### src/rtl/asci_pkg.sv
// Purpose: Shared constants for the converter conversion and readout logic
// Assumes: ref_clk at 50 MHz, all host pins sampled through synchronisers
// Notes: Conversion lengths sit inside the documented windows
//
// Behaviour
// - High supply: result ready 0.5 to 2.2 us
// - Low supply: result ready 0.7 to 3.2 us
// - Enable low drives top result bit first
// - Release output on enable high or last bit
// - Advance output bit after each falling clock
// - Sample serial input at strobe rise
// - Chain mode captures serial input on falling clock
// - Chain busy: output follows serial input high
// - Chain mode samples serial clock at strobe rise
// - Serial input low selects chain, high selects select-mode
// - Clock high at strobe rise enables chain busy
// - Chain output repeats input sixteen clocks later
// - Select-mode busy if enable low at completion
package asci_pkg;
    // Clock rate and documented conversion windows
    localparam int CLK_MHZ = 50;
    localparam int CONV_HI_MIN_NS = 500;
    localparam int CONV_HI_MAX_NS = 2200;
    localparam int CONV_LO_MIN_NS = 700;
    localparam int CONV_LO_MAX_NS = 3200;
    // Chosen internal conversion lengths, well inside each window
    localparam int CONV_HI_NS = 1000;
    localparam int CONV_LO_NS = 1500;

    // Least times round up, longest times round down
    localparam int CONV_HI_MIN_CYC = (CONV_HI_MIN_NS * CLK_MHZ + 999) / 1000;
    localparam int CONV_HI_MAX_CYC = (CONV_HI_MAX_NS * CLK_MHZ) / 1000;
    localparam int CONV_LO_MIN_CYC = (CONV_LO_MIN_NS * CLK_MHZ + 999) / 1000;
    localparam int CONV_LO_MAX_CYC = (CONV_LO_MAX_NS * CLK_MHZ) / 1000;

    // Conversion counter
    localparam int CNT_W = 8;
    localparam logic [CNT_W-1:0] CONV_HI_LEN =
        CNT_W'((CONV_HI_NS * CLK_MHZ) / 1000);
    localparam logic [CNT_W-1:0] CONV_LO_LEN =
        CNT_W'((CONV_LO_NS * CLK_MHZ) / 1000);
    localparam logic [CNT_W-1:0] CNT_ONE = 8'h01;
    localparam logic [CNT_W-1:0] CNT_ZERO = 8'h00;

    // Result word
    localparam int RESULT_W = 16;
    localparam int RES_MSB = RESULT_W - 1;
    localparam int IDX_W = 4;
    localparam logic [IDX_W-1:0] IDX_LAST = IDX_W'(RESULT_W - 1);
    localparam logic [IDX_W-1:0] IDX_ZERO = 4'h0;
    localparam logic [IDX_W-1:0] IDX_ONE = 4'h1;

    // Synchroniser lanes
    localparam int SYNC_W = 4;
    localparam int SY_CNV = 0;
    localparam int SY_SDI = 1;
    localparam int SY_SCK = 2;
    localparam int SY_LOW = 3;

    // Reset values
    localparam logic MODE_CS_RST = 1'b1;
    localparam logic OE_N_RST = 1'b1;

    // Conversion state
    typedef enum logic [1:0] {
        ST_IDLE  = 2'b00,
        ST_CONV  = 2'b01,
        ST_READY = 2'b10
    } asci_state_t;
endpackage

### src/rtl/asci_top.sv
// Purpose: Conversion timing and serial readout of a 16-bit converter
// Assumes: Host pins asynchronous; adc_sample comes from ref_clk logic
// Notes: Serial clock is sampled, so its period must span several cycles
`timescale 1ns/1ps
module asci_top
    import asci_pkg::*;
(
    input wire logic ref_clk,
    input wire logic rst,
    input wire logic convert_strobe,
    input wire logic serial_in,
    input wire logic serial_clk,
    input wire logic supply_low,
    input wire logic [RESULT_W-1:0] adc_sample,
    output logic serial_out,
    output logic serial_out_oe_n
);
    ////////////////////////////////////////////////////////////////////
    // Pin synchronisation
    logic [SYNC_W-1:0] pin_w; // Raw host pins
    logic [SYNC_W-1:0] lvl_w; // Synchronised levels
    logic [SYNC_W-1:0] rise_w; // Rising edges
    logic [SYNC_W-1:0] fall_w; // Falling edges

    assign pin_w = {supply_low, serial_clk, serial_in, convert_strobe};

    asci_sync u_sync (
        .clk(ref_clk),
        .rst(rst),
        .din(pin_w),
        .level(lvl_w),
        .rise(rise_w),
        .fall(fall_w)
    );

    logic cnv_s; // Strobe level
    logic sdi_s; // Serial input level
    logic sck_s; // Serial clock level
    logic low_s; // Low supply range selected
    logic start_w; // Accepted strobe rise
    logic sck_fall_w; // Falling serial clock

    assign cnv_s = lvl_w[SY_CNV];
    assign sdi_s = lvl_w[SY_SDI];
    assign sck_s = lvl_w[SY_SCK];
    assign low_s = lvl_w[SY_LOW];
    assign sck_fall_w = fall_w[SY_SCK];

    ////////////////////////////////////////////////////////////////////
    // State
    asci_state_t state_r, state_nxt; // Conversion phase
    logic [CNT_W-1:0] cnt_r, cnt_nxt; // Conversion cycle count
    logic [CNT_W-1:0] len_r, len_nxt; // Length for this conversion
    logic mode_cs_r, mode_cs_nxt; // High: select mode, low: chain
    logic busy_en_r, busy_en_nxt; // Busy indication armed
    logic lead_r, lead_nxt; // Busy lead bit still on the line
    logic [RESULT_W-1:0] shift_r, shift_nxt; // Outgoing word
    logic [IDX_W-1:0] idx_r, idx_nxt; // Bits already shifted
    logic empty_r, empty_nxt; // Select mode: all bits gone
    logic out_nxt; // Next serial_out
    logic oe_n_nxt; // Next serial_out_oe_n

    logic done_w; // Last conversion cycle
    logic en_w; // Select mode enable: either line low
    logic shift_w; // A bit advances this cycle

    // A strobe rise during conversion is dropped: host keeps spacing
    assign start_w = rise_w[SY_CNV] && (state_r != ST_CONV);
    assign done_w = (state_r == ST_CONV) && (cnt_r == len_r - CNT_ONE);
    assign en_w = !cnv_s || !sdi_s;
    assign shift_w = sck_fall_w && (state_r == ST_READY) && !lead_r &&
                     (mode_cs_r ? (en_w && !empty_r) : 1'b1);

    ////////////////////////////////////////////////////////////////////
    // Conversion sequencing
    always_comb begin
        state_nxt = state_r;
        cnt_nxt = cnt_r;
        len_nxt = len_r;
        mode_cs_nxt = mode_cs_r;
        busy_en_nxt = busy_en_r;
        case (state_r)
            ST_IDLE, ST_READY: begin
                if (start_w) begin
                    state_nxt = ST_CONV;
                    cnt_nxt = CNT_ZERO;
                    // Range picks the internal conversion length
                    len_nxt = low_s ? CONV_LO_LEN : CONV_HI_LEN;
                    mode_cs_nxt = sdi_s;
                    // Chain mode arms busy from the clock level
                    busy_en_nxt = !sdi_s && sck_s;
                end
            end
            ST_CONV: begin
                cnt_nxt = cnt_r + CNT_ONE;
                if (done_w) begin
                    state_nxt = ST_READY;
                    if (mode_cs_r) begin
                        busy_en_nxt = en_w;
                    end
                end
            end
            default: begin
                state_nxt = ST_IDLE;
            end
        endcase
    end

    ////////////////////////////////////////////////////////////////////
    // Readout shifter
    always_comb begin
        shift_nxt = shift_r;
        idx_nxt = idx_r;
        empty_nxt = empty_r;
        lead_nxt = lead_r;
        if (done_w) begin
            shift_nxt = adc_sample;
            idx_nxt = IDX_ZERO;
            empty_nxt = 1'b0;
            lead_nxt = busy_en_nxt;
        end else if (start_w) begin
            empty_nxt = 1'b0;
            lead_nxt = 1'b0;
        end else if (state_r == ST_READY && sck_fall_w && lead_r &&
                     (!mode_cs_r || en_w)) begin
            // First falling clock retires the busy lead bit
            lead_nxt = 1'b0;
        end else if (shift_w) begin
            // Chain feeds upstream data in behind the word
            shift_nxt = {shift_r[RES_MSB-1:0],
                         mode_cs_r ? 1'b0 : sdi_s};
            idx_nxt = idx_r + IDX_ONE;
            if (mode_cs_r && idx_r == IDX_LAST) begin
                empty_nxt = 1'b1;
            end
        end
    end

    ////////////////////////////////////////////////////////////////////
    // Output pin selection
    always_comb begin
        out_nxt = 1'b0;
        oe_n_nxt = 1'b1;
        if (mode_cs_r) begin
            if (!en_w || state_r == ST_IDLE) begin
                oe_n_nxt = 1'b1;
            end else if (state_r == ST_CONV) begin
                // Busy level while converting with the line enabled
                oe_n_nxt = 1'b0;
                out_nxt = 1'b1;
            end else if (!empty_r) begin
                oe_n_nxt = 1'b0;
                out_nxt = lead_r ? 1'b0 : shift_r[RES_MSB];
            end
        end else begin
            // Chain mode drives the line at all times
            oe_n_nxt = 1'b0;
            if (state_r == ST_READY) begin
                out_nxt = lead_r ? sdi_s : shift_r[RES_MSB];
            end
        end
    end

    ////////////////////////////////////////////////////////////////////
    // Registers
    always_ff @(posedge ref_clk) begin
        if (rst) begin
            state_r <= ST_IDLE;
            cnt_r <= CNT_ZERO;
            len_r <= CONV_HI_LEN;
            mode_cs_r <= MODE_CS_RST;
            busy_en_r <= 1'b0;
            lead_r <= 1'b0;
            shift_r <= '0;
            idx_r <= IDX_ZERO;
            empty_r <= 1'b1;
            serial_out <= 1'b0;
            serial_out_oe_n <= OE_N_RST;
        end else begin
            state_r <= state_nxt;
            cnt_r <= cnt_nxt;
            len_r <= len_nxt;
            mode_cs_r <= mode_cs_nxt;
            busy_en_r <= busy_en_nxt;
            lead_r <= lead_nxt;
            shift_r <= shift_nxt;
            idx_r <= idx_nxt;
            empty_r <= empty_nxt;
            serial_out <= out_nxt;
            serial_out_oe_n <= oe_n_nxt;
        end
    end

    ////////////////////////////////////////////////////////////////////
    // Checks
    localparam int A_HI_MIN = CONV_HI_MIN_CYC;
    localparam int A_HI_MAX = CONV_HI_MAX_CYC;
    localparam int A_LO_MIN = CONV_LO_MIN_CYC;
    localparam int A_LO_MAX = CONV_LO_MAX_CYC;

    AST_CONV_HI: assert property (
        @(posedge ref_clk) disable iff (rst)
        start_w && !low_s |-> ##[A_HI_MIN:A_HI_MAX] done_w)
        else $error("High range conversion outside its window");

    AST_CONV_LO: assert property (
        @(posedge ref_clk) disable iff (rst)
        start_w && low_s |-> ##[A_LO_MIN:A_LO_MAX] done_w)
        else $error("Low range conversion outside its window");

    AST_MODE_PICK: assert property (
        @(posedge ref_clk) disable iff (rst)
        start_w |=> mode_cs_r == $past(sdi_s))
        else $error("Mode not taken from serial input at strobe rise");

    AST_CHAIN_BUSY_EN: assert property (
        @(posedge ref_clk) disable iff (rst)
        start_w && !sdi_s |=> busy_en_r == $past(sck_s))
        else $error("Chain busy enable not taken from clock level");

    AST_CS_BUSY_EN: assert property (
        @(posedge ref_clk) disable iff (rst)
        done_w && mode_cs_r
        |=> busy_en_r == $past(en_w) && lead_r == $past(en_w))
        else $error("Select mode busy enable wrong at completion");

    AST_RESULT_LOAD: assert property (
        @(posedge ref_clk) disable iff (rst)
        done_w |=> shift_r == $past(adc_sample) && state_r == ST_READY)
        else $error("Result not loaded at completion");

    AST_TOP_BIT: assert property (
        @(posedge ref_clk) disable iff (rst)
        mode_cs_r && state_r == ST_READY && en_w && !empty_r && !lead_r
        |=> !serial_out_oe_n && serial_out == $past(shift_r[RES_MSB]))
        else $error("Select mode output not showing current bit");

    AST_RELEASE: assert property (
        @(posedge ref_clk) disable iff (rst)
        mode_cs_r && (!en_w || empty_r) && state_r != ST_CONV
        |=> serial_out_oe_n)
        else $error("Select mode output not released");

    AST_ADVANCE: assert property (
        @(posedge ref_clk) disable iff (rst)
        shift_w && !done_w && !start_w
        |=> idx_r == $past(idx_r) + IDX_ONE &&
            shift_r[RES_MSB] == $past(shift_r[RES_MSB-1]))
        else $error("Output did not advance on falling clock");

    AST_CHAIN_CAPTURE: assert property (
        @(posedge ref_clk) disable iff (rst)
        shift_w && !mode_cs_r && !done_w && !start_w
        |=> shift_r[0] == $past(sdi_s))
        else $error("Chain mode did not capture serial input");

    AST_CHAIN_BUSY_OUT: assert property (
        @(posedge ref_clk) disable iff (rst)
        !mode_cs_r && state_r == ST_READY && lead_r && sdi_s
        |=> serial_out && !serial_out_oe_n)
        else $error("Chain busy did not follow serial input high");
endmodule // asci_top

### src/rtl/asci_sync.sv
// Purpose: Two-flop synchroniser with edge detection for host pins
// Assumes: Inputs are asynchronous to clk
// Notes: Edges are taken from the second and third flops only
`timescale 1ns/1ps
module asci_sync
    import asci_pkg::*;
(
    input wire logic clk,
    input wire logic rst,
    input wire logic [SYNC_W-1:0] din,
    output logic [SYNC_W-1:0] level,
    output logic [SYNC_W-1:0] rise,
    output logic [SYNC_W-1:0] fall
);
    logic [SYNC_W-1:0] meta_r; // First stage, read only by stage two
    logic [SYNC_W-1:0] sync_r; // Settled level
    logic [SYNC_W-1:0] past_r; // Previous settled level

    ////////////////////////////////////////////////////////////////////
    // Shift chain
    always_ff @(posedge clk) begin
        if (rst) begin
            meta_r <= '0;
            sync_r <= '0;
            past_r <= '0;
        end else begin
            meta_r <= din;
            sync_r <= meta_r;
            past_r <= sync_r;
        end
    end

    // Edge decode
    assign level = sync_r;
    assign rise = sync_r & ~past_r;
    assign fall = ~sync_r & past_r;
endmodule // asci_sync

### config.mk
export PLATFORM = sky130hd
export DESIGN_NAME = asci_top
export DESIGN_NICKNAME = d
export VERILOG_FILES = /design/src/rtl/asci_pkg.sv /design/src/rtl/asci_top.sv /design/src/rtl/asci_sync.sv
export SDC_FILE = /design/constraint.sdc
export NUM_CORES = 1
export LEC_CHECK = 0
export CORE_MARGIN = 8
export CORE_UTILIZATION = 67
export CTS_CLUSTER_DIAMETER = 120
export CTS_CLUSTER_SIZE = 30
export DETAILED_ROUTE_END_ITERATION = 8
export DONT_BUFFER_PORTS = 1
export MAX_ROUTING_LAYER = met4
export PLACE_DENSITY = 0.79
export SLEW_MARGIN = 30
export SYNTH_ARGS = -nofsm -noshare
export SYNTH_HDL_FRONTEND = slang
export SYNTH_SLANG_ARGS = --single-unit
### constraint.sdc
create_clock -name ref_clk -period 4.2 [get_ports ref_clk]
set_input_delay 0.21 -clock ref_clk [delete_from_list [all_inputs] [get_ports ref_clk]]
set_output_delay 0.21 -clock ref_clk [all_outputs]
set_load 0.01 [all_outputs]
======== Word level (Yosys, flattened, before mapping) ========
Index checks and enable logic that the tools add are counted.
word-level totals
  flip-flop bits (word level) ............. 55
  latch bits .............................. 0
  memory bits (writable) .................. 0
  bits in read-only memories .............. 0
  input bits .............................. 22
  output and inout port bits .............. 2
  logic and storage cells ................. 101
  memories kept ........................... 0
cells by class
  $add $sub $neg .......................... 3
  multiply operators ...................... 0
  divide/modulo/power cells ............... 0
  order comparisons ....................... 0
  equality and inequality tests ........... 10
  shift-type cells ........................ 0
  multiplexer cells ....................... 35
  bitwise operators ....................... 6
  reductions and logical operators ........ 33
operators by type and width
  kind                 number
  $mux 16              4
  $mux 1               24
  $pmux 8 s2           1
  $logic_and 1x1->1    10
  $reduce_and 3->1     3
  $reduce_bool 3->1    3
  $add 8x1->8 const B  1
  $eq 8x8->1           1
  $mux 8               1
  $sub 8x1->8 const B  1
  $mux 7               1
  $logic_not 1->1      6
  $ne 2x2->1 const B   3
  $reduce_and 2->1     3
  $add 4x1->4 const B  1
  $eq 4x4->1 const B   1
  $mux 2               2
  $ne 2x1->1 const B   2
  $pmux 2 s2           1
  $reduce_bool 2->1    2
  $reduce_or 2->1      2
  $and 3x3->3          1
  $logic_or 1x1->1     3
  $ne 3x3->1 const B   1
  other kinds (7)      9

======== Depth between registers and ports, before layout ========
Gate-level depths: netlist of the first run.
  depth after elaboration ................. 9
  depth in mapped cells ................... 7
  gate-level depth less buffers ........... 5

======== By module ========
From an unflattened synthesis of the first run, not the netlist that was laid out.
second synthesis, totals
  cell total of the unflattened synthesis .. 237
  area total of the unflattened synthesis .. 2324.7 um^2
modules (own cells, without submodules)
  module     times used  cells each  area an instance (um^2)  seq. area each (um^2)
  asci_top   1           204         1908.1                   760.7
  asci_sync  1           33          416.6                    240.2

======== Worst setup path before layout of the first run ========
OpenSTA, ideal clock, no wires.
  path kind ............................... flip-flop to flip-flop
  from .................................... register cnt_r[1]
  to ...................................... register shift_r[15]
  library setup time ...................... 145 ps
  arrival time ............................ 1566 ps
  data required time ...................... 4055 ps
  path slack .............................. 2490 ps
  stages on the path, launching flop included .. 7
  path buffers ............................ 1
  period minus slack after synthesis ...... 1710 ps
  path through ............................ dfxtp_1 or4b_4 a22oi_4 nand3_4 buf_2 nor2_1 a311oi_2
on the way
  word-level cells in the longest chain between the ends .. 4
  elaborated cells on any way between the ends .. 7
  classes of those cells .................. eq/ne (3); mux (1); reduce/logical (3)
ends and longest elaborated chain
  what                                                       line             RTL
  start: declaration                                         asci_top.sv:52   logic [CNT_W-1:0] cnt_r, cnt_nxt;
  start signal: assignment                                   asci_top.sv:181  cnt_r <= cnt_nxt;
  $eq 8x8->1 (*)                                             asci_top.sv:69   assign done_w = (state_r == ST_CONV) && (cnt_r == len_r - CNT_ONE);
  $logic_and 1x1->1 (*)                                      asci_top.sv:69
  $ne 2x2->1 (no source line), or another cell as far along  --
  $reduce_and 3->1 (no source line)                          --
  end signal: assignment                                     asci_top.sv:186  shift_r <= shift_nxt;
  end: declaration                                           asci_top.sv:57   logic [RESULT_W-1:0] shift_r, shift_nxt;
Mark *: on every way between the ends. The rest lies on a longest branch, timed or not.
A chain may end at the register's enable or synchronous reset.

======== Worst setup path after layout of the first run ========
  from .................................... register state_r[0]
  to ...................................... register shift_r[2]
on the way
  word-level cells in the longest chain between the ends .. 6
  elaborated cells on any way between the ends .. 15
  classes of those cells .................. eq/ne (5); mux (1); reduce/logical (9)
ends and longest elaborated chain
  what                                                              line                             RTL
  start: declaration                                                asci_top.sv:51                   asci_state_t state_r, state_nxt;
  start signal: assignment                                          asci_top.sv:180                  state_r <= state_nxt;
  $eq 2x2->1                                                        asci_top.sv:71, asci_top.sv:124
  $logic_and 1x1->1                                                 asci_top.sv:71, asci_top.sv:124
  $logic_and 1x1->1, on equally long branches (2 in a row)          asci_top.sv:124, asci_top.sv:71
  $ne 2x2->1 (no source line) or $reduce_bool 2->1 (tied branches)  --
  $reduce_and 3->1 (no source line)                                 --
Several ways; a longest one is shown, not always the timed one.

==> results.md, run 1 <==
* Setup crit end kind: flip-flop
* WL per Instance at 14.8 um
* Area contributors post-synth: dfxtp_1 44%, nand2_1 6.3%, a311oi_2 6.1%
* Sequential cell fraction of total power at 0.620
* Peak VDD IR at 261 uV
* CP max FO at 18
* Critical path class: reg -> reg
* Vias in the first global route at ~1600
* Average size of a mapped cell at 9.05 um2
* DRC Markers at 0
* Final setup violation count at 0
* IO Port Bufs at 0
* Main synth FF type: dfxtp_1
* Internal power at 0.000597 W
* Syn. warnings at 0
* Status: completed
* Boundary Pins at 24
* Area of the multi-input gates at 1140 um2
* Clock network fraction of design power at 0.333
* Mapped Nets at between 200 and 300
* Total grt overflow at 0
* Post-synthesis sequential area ratio at 0.437
* First-pass GRT wire length at between 7000 and 8000 um
* Initial antenna violation count at 0
* Fin. max-slew vios at 0
* Wirelength, routed at 4220 um
* Fin. Hold Viols at 0
* Count leader, synth: dfxtp_1
* Most area-hungry cell type in the Yosys netlist: dfxtp_1
* Hold WC Path Type: in -> reg
* Sequential Area at around 960 um2
* Layout Utilization at 0.710
* Critical Path AT at roughly 2.8 ns
* Largest net degree at the start of global routing at 41
* Setup crit end: shift_r[2]$_SDFFE_PP0P_
* Yosys reg bits at 48
* Die area at 5370 um2
* Max-Cap Viols at 0
* Cell count after synthesis at 243
* Nets@finish at 264
* Final GP Congestion at 0.836
* CP required at 4.47 ns
* CTS Hold Bufs at 5
* Cell Rows at 21
* Worst Clk Skew at 0.0153 ns
* Post-synth top cells: 48 x dfxtp_1, 37 x nand2_1, 34 x nor2_1, 13 x a21oi_1, 12 x nor2b_1
* Yosys top cell area share at 0.437
* Ys async rst share at 0
* Flop-to-flop setup slack at 1.71 ns
* Share of layout cells above drive strength 1 at 0.109
* Crit path time final at 2.49 ns
* Clk sink count at 48
* Reg2Reg Depth at 5
* Critical Path Start Type: flip-flop
* CTS clk-pin slew, worst paths at roughly 0.13 ns
* Starting Density at 0.680
* Worst hold margin at 0.0161 ns
* Crit share post-route at 0.594
* Post-synth EDFFs at 0
* Fmax at 401 MHz
* Clk root buf: clkbuf_4
* CP cell instances: nor2b_1 > o21ai_0 > nor2_4 > nand2_1 > a311oi_2
* All-layer global routing usage at 0.172
* Fillers at 259
* Dpl hpwl at 2870 um
* H-tree depth at 2
* Num CTS Buffers at 5
* Slowest-stage cell, CP: nor2b_1
* Drt pass-1 iters at 4
* Comb pwr share at 0.047
* Total power at about 0.00076 W
* Slew @ Worst Pin at 0.879 ns
* Die Wd at about 73 um
* Post-DRT Antenna Nets at 0
* Static leakage at 0.785 nW
* Core area at 3230 um2
* Post_cts resized at 0
* Maximum buffer depth of the clock tree at 2
* RSZ-0062 raised after global routing: no
* Clk_lat worst skew at 0.35 ns
* RR Startpoint: state_r[0]$_SDFFE_PP0P_
* Drt via density at 5.76
* RR Endpoint: shift_r[2]$_SDFFE_PP0P_
* Die height at 73.3 um
* Area Overhead vs Synth at 4.33%
* Setup TNS at 0 ns
* Power per cell area at 330 nW/um2
* Synthesized area at 2200 um2
* TritonCTS clock tree: done
* Yosys cell types at 44
* Worst rel slew slack at 0.413
* # diodes at 0
* 1st-iter DRT viols at 112
* Post-CTS setup buffer count at 0
* Critical Path Max Stage Delay at 0.75 ns
* Vias at 1643
* Sw Ratio at 0.211
* NetSw at 0.000160 W
* CP startpoint: state_r[0]$_SDFFE_PP0P_
-- final cells by class --
cell class	count	share of cell area
inverter	3	0.00491
multi-input combinational	177	0.495
sequential	48	0.419
timing repair buffer	5	0.0262
clock buffer	5	0.0164
tap	46	0.0251
clock inverter	1	0.0131
-- through the flow --
step	instance area, um2	cells	worst slack, ns
2_1_floorplan	2200	243	2.49
3_3_place_gp	2170	274	1.98
3_5_place_dp	2170	274	1.80
4_1_cts	2290	285	1.77
5_1_grt	2290	285	1.56
6_report	2290	285	1.71
-- worst min path at each step --
stage | slack (ns) | cells after the start | start | to
after CTS | 0.008 | 2 | adc_sample[11] | shift_r[11]$_SDFFE_PP0P_
after global routing | 0.003 | 2 | adc_sample[11] | shift_r[11]$_SDFFE_PP0P_
final | 0.02 | 2 | adc_sample[11] | shift_r[11]$_SDFFE_PP0P_
after global placement | 0.29 | 1 | rst | cnt_r[1]$_SDFFE_PP0P_
after detailed placement | 0.28 | 1 | rst | shift_r[1]$_SDFFE_PP0P_
after floorplan | 0.34 | 1 | convert_strobe | u_sync.meta_r[0]$_SDFF_PP0_
-- cell usage in the layout, fill, tap and decap left out, drive strengths merged --
master	n
dfxtp	48
nand2	37
nor2	35
a311oi	15
a21oi	13
nor2b	12
nand3	9
xor2	7
nor3	7
clkbuf	5
dlygate4sd3	4
nand2b	3
xnor2	3
nand4	3
o21ai	3
mux2i	3
inv	3
o21bai	3
nor4b	2
nand3b	2
or2	2
ha	2
or3	2
and3	2
or3b	1
a211oi	1
nand4b	1
or4b	1
a22oi	1
nand4bb	1
o21a	1
a31oi	1
a41oi	1
a211o	1
a21boi	1
a32oi	1
bufinv	1
buf	1
-- worst max-delay path, delay by kind of cell (launching register included) --
family	cells	cell delay, ns
compound gates	2	0.62
flops	1	0.48
simple gates	3	1.31
-- routing by layer --
metal  part of all wire  track usage
met5                  0            -
met4              0.024       0.0911
met3              0.046       0.0450
met2               0.47        0.265
met1               0.46        0.201
-- registers in the layout, summed over array words and instances, names as in the netlist --
name	count
lead_r	1
u_sync.level	4
shift_r	16
empty_r	1
cnt_r	8
u_sync.meta_r	4
state_r	2
serial_out	1
busy_en_r	1
len_r	2
u_sync.past_r	2
idx_r	4
mode_cs_r	1
serial_out_oe_n	1
-- kinds of logic (layout without fill, tap and decap cells) --
kind of cell | count (synthesis) | count (layout) | share of synthesized area
compound gates | 42 | 42 | 0.169
fa+ha+maj | 2 | 2 | 0.0114
flops | 48 | 48 | 0.437
buf+inv | 18 | 14 | 0.0461
xor+xnor | 10 | 10 | 0.0398
simple gates | 120 | 120 | 0.283
mux | 3 | 3 | 0.0137
-- power groups by stage --
stage	Combinational, W	Sequential (W)	Clock, W
6_report	0.0000353	0.000469	0.000252
5_1_grt	0.0000394	0.000470	0.000274
3_3_place_gp	0.0000233	0.000479	0
4_1_cts	0.0000352	0.000469	0.000256
2_1_floorplan	0.0000300	0.000476	0
3_5_place_dp	0.0000242	0.000479	0
(Power assumes the default switching activity.)
==> inputs of run 2 (changes only) <==
Settings changed: CORE_UTILIZATION 67 to 62, PLACE_DENSITY 0.79 to 0.74.
Clock period 4.2 ns to 2.57 ns, I/O delays scaled along.
==> run 2 against run 1 <==
Compared with the run above: register-to-register slack lost 1.6 ns; worst setup slack lost 1.6 ns; sequential power grew 64%; cell count grew 7.0%; clock power grew 52%; routed wire length grew 11%; non-clock buffer count grew 17; critical path depth grew 1; critical endpoint is now shift_r[13]$_SDFFE_PP0P_; largest cell class unchanged.
==> results.md, run 2 (synthesized netlist as in run 1, its figures left out) <==
* Status: completed
* Die Wd at roughly 76 um
* Initial antenna violation count at 0
* TritonCTS clock tree: done
* Critical Path Max Stage Delay at 0.60 ns
* Vias in the first global route at 1688
* Internal power at 0.000933 W
* CP required at 2.90 ns
* Boundary Pins at 24
* Dpl hpwl at 2940 um
* NetSw at between 0.0002 and 0.0003 W
* Max reg flops at 16
* Setup TNS at 0 ns
* Core area at ~3400 um2
* Final GP Congestion at 0.870
* Largest net degree at the start of global routing at 43
* Area Overhead vs Synth at 12.6%
* Die area at 5710 um2
* Clk root buf: clkbuf_4
* Slowest-stage cell, CP: dlygate4sd3_1
* Critical Path AT at between 2 and 3 ns
* Worst Clk Skew at 0.0127 ns
* DRC Markers at 0
* Vias at 1775
* Sequential cell fraction of total power at 0.624
* Clock network fraction of design power at 0.311
* WL met2 at 2330 um
* CP cell instances: nand4bb_4 > or3_4 > nor2_4 > nand2_1 > a311oi_1 > dlygate4sd3_1
* Nets@finish at 282
* Share of layout cells above drive strength 1 at 0.124
* Most frequent cells in the layout: 48 x dfxtp_1, 36 x nand2_1, 34 x nor2_1, 20 x dlygate4sd3_1, 13 x a21oi_1
* Peak VDD IR at 422 uV
* All-layer global routing usage at 0.177
* Slew @ Worst Pin at 0.481 ns
* Post-DRT Antenna Nets at 0
* H-tree depth at 2
* Worst rel slew slack at 0.678
* Leading cell type in the layout, fill and taps excluded: dfxtp_1
* WL per Instance at 15.4 um
* CTS clk-pin slew, worst paths at 0.14 ns
* Largest register by flop count: shift_r
* Starting Density at 0.654
* Sw Ratio at 0.241
* Crit share post-route at 0.960
* Setup crit end kind: flip-flop
* Drt via density at 5.82
* Wirelength, routed at 4700 um
* Hold WC Path Type: in -> reg
* Biggest regs: shift_r: 16 flops, cnt_r: 8 flops
* Worst hold path stage count at 2
* Power per cell area at 497 nW/um2
* Fin. Hold Viols at 0
* Static leakage at between 0.8 and 0.9 nW
* Wire length on met3 at 315 um
* Total grt overflow at 0
* Clk_lat worst skew at around 0.37 ns
* Crit path time final at 2.47 ns
* Drt pass-1 iters at 4
* Die height at 75.5 um
* Critical path class: reg -> reg
* CP max FO at 18
* Uppermost layer routed: met4
* # diodes at 0
* Final setup violation count at 0
* Clk sink count at 48
* Fmax at 405 MHz
* 1st-iter DRT viols at 154
* Max-Cap Viols at 0
* Reg2Reg Depth at 6
* Cell Rows at 21
* Wl on met1 at 2000 um
* Post-CTS setup buffer count at 0
* Comb pwr share at 0.065
* First-pass GRT wire length at 7550 um
* IO Port Bufs at 0
* RSZ-0062 raised after global routing: no
* Critical Path Start Type: flip-flop
* Fin. max-slew vios at 0
* Maximum buffer depth of the clock tree at 2
* Final instance area at about 2500 um2
* Placed Area at 2170 um2
* Num CTS Buffers at 5
==> run 2: path summary, 6_finish.rpt <==
check	startpoint	endpoint	slack, ns
worst max-delay path	state_r[0]$_SDFFE_PP0P_	shift_r[13]$_SDFFE_PP0P_	0.10
worst max register to register	state_r[0]$_SDFFE_PP0P_	shift_r[13]$_SDFFE_PP0P_	0.10
worst min register to register	u_sync.meta_r[3]$_SDFF_PP0_	u_sync.level[3]$_SDFF_PP0_	0.45
worst min-delay path	rst	shift_r[6]$_SDFFE_PP0P_	0.04
==> run 2: metal layers <==
| layer | global-route usage | vias up |
|---|---|---|
| met4 | 0.0554 | 0 |
| met3 | 0.0566 | 5 |
| met1 | 0.207 | 846 |
| met2 | 0.284 | 49 |
| met5 | - | - |
| li1 | - | 875 |
==> run 2: critical path: cells and delay by family, from the launching register on <==
kind	cells	cell delay [ns]
flip-flops	1	0.43
AO/OA/AOI/OAI	1	0.29
buffers and inverters	1	0.60
AND/OR/NAND/NOR	4	1.10
==> run 2: layout make-up <==
class | count | area, um2
Tap cell | 46 | 57.6
Clock buffer | 6 | 51.3
Multi-Input combinational cell | 178 | 1150
Timing Repair Buffer | 22 | 228
Fill cell | 256 | 887
Clock inverter | 2 | 13.8
Inverter | 3 | 11.3
Sequential cell | 48 | 961
==> run 2: per-stage QoR <==
step | setup slack, ns | utilization | hold slack [ns] | instances | power [W]
after global placement | 0.681 | 0.646 | 0.203 | 275 | 0.000822
after CTS | 0.0800 | 0.731 | 0.0321 | 304 | 0.00124
final | 0.104 | 0.736 | 0.0421 | 305 | 0.00123
after detailed placement | 0.547 | 0.646 | 0.206 | 275 | 0.000824
after floorplan | 0.860 | - | 0.257 | 243 | 0.000827
after global routing | 0.0143 | 0.736 | 0.0424 | 305 | 0.00128
==> run 2: what timing repair did <==
action / 4_1_cts / 5_1_grt
endpoints found under the setup margin: 0 / 1
endpoints found under the hold margin: 42 / 0
resized for setup: 0 / 2
hold buffers: 21 / 0
==> run 2: power groups by stage <==
stage	logic (W)	registers (W)	clock network (W)
after global placement	0.0000391	0.000782	0
after CTS	0.0000783	0.000767	0.000391
after detailed placement	0.0000412	0.000783	0
final	0.0000795	0.000767	0.000383
after floorplan	0.0000491	0.000778	0
after global routing	0.0000869	0.000769	0.000421
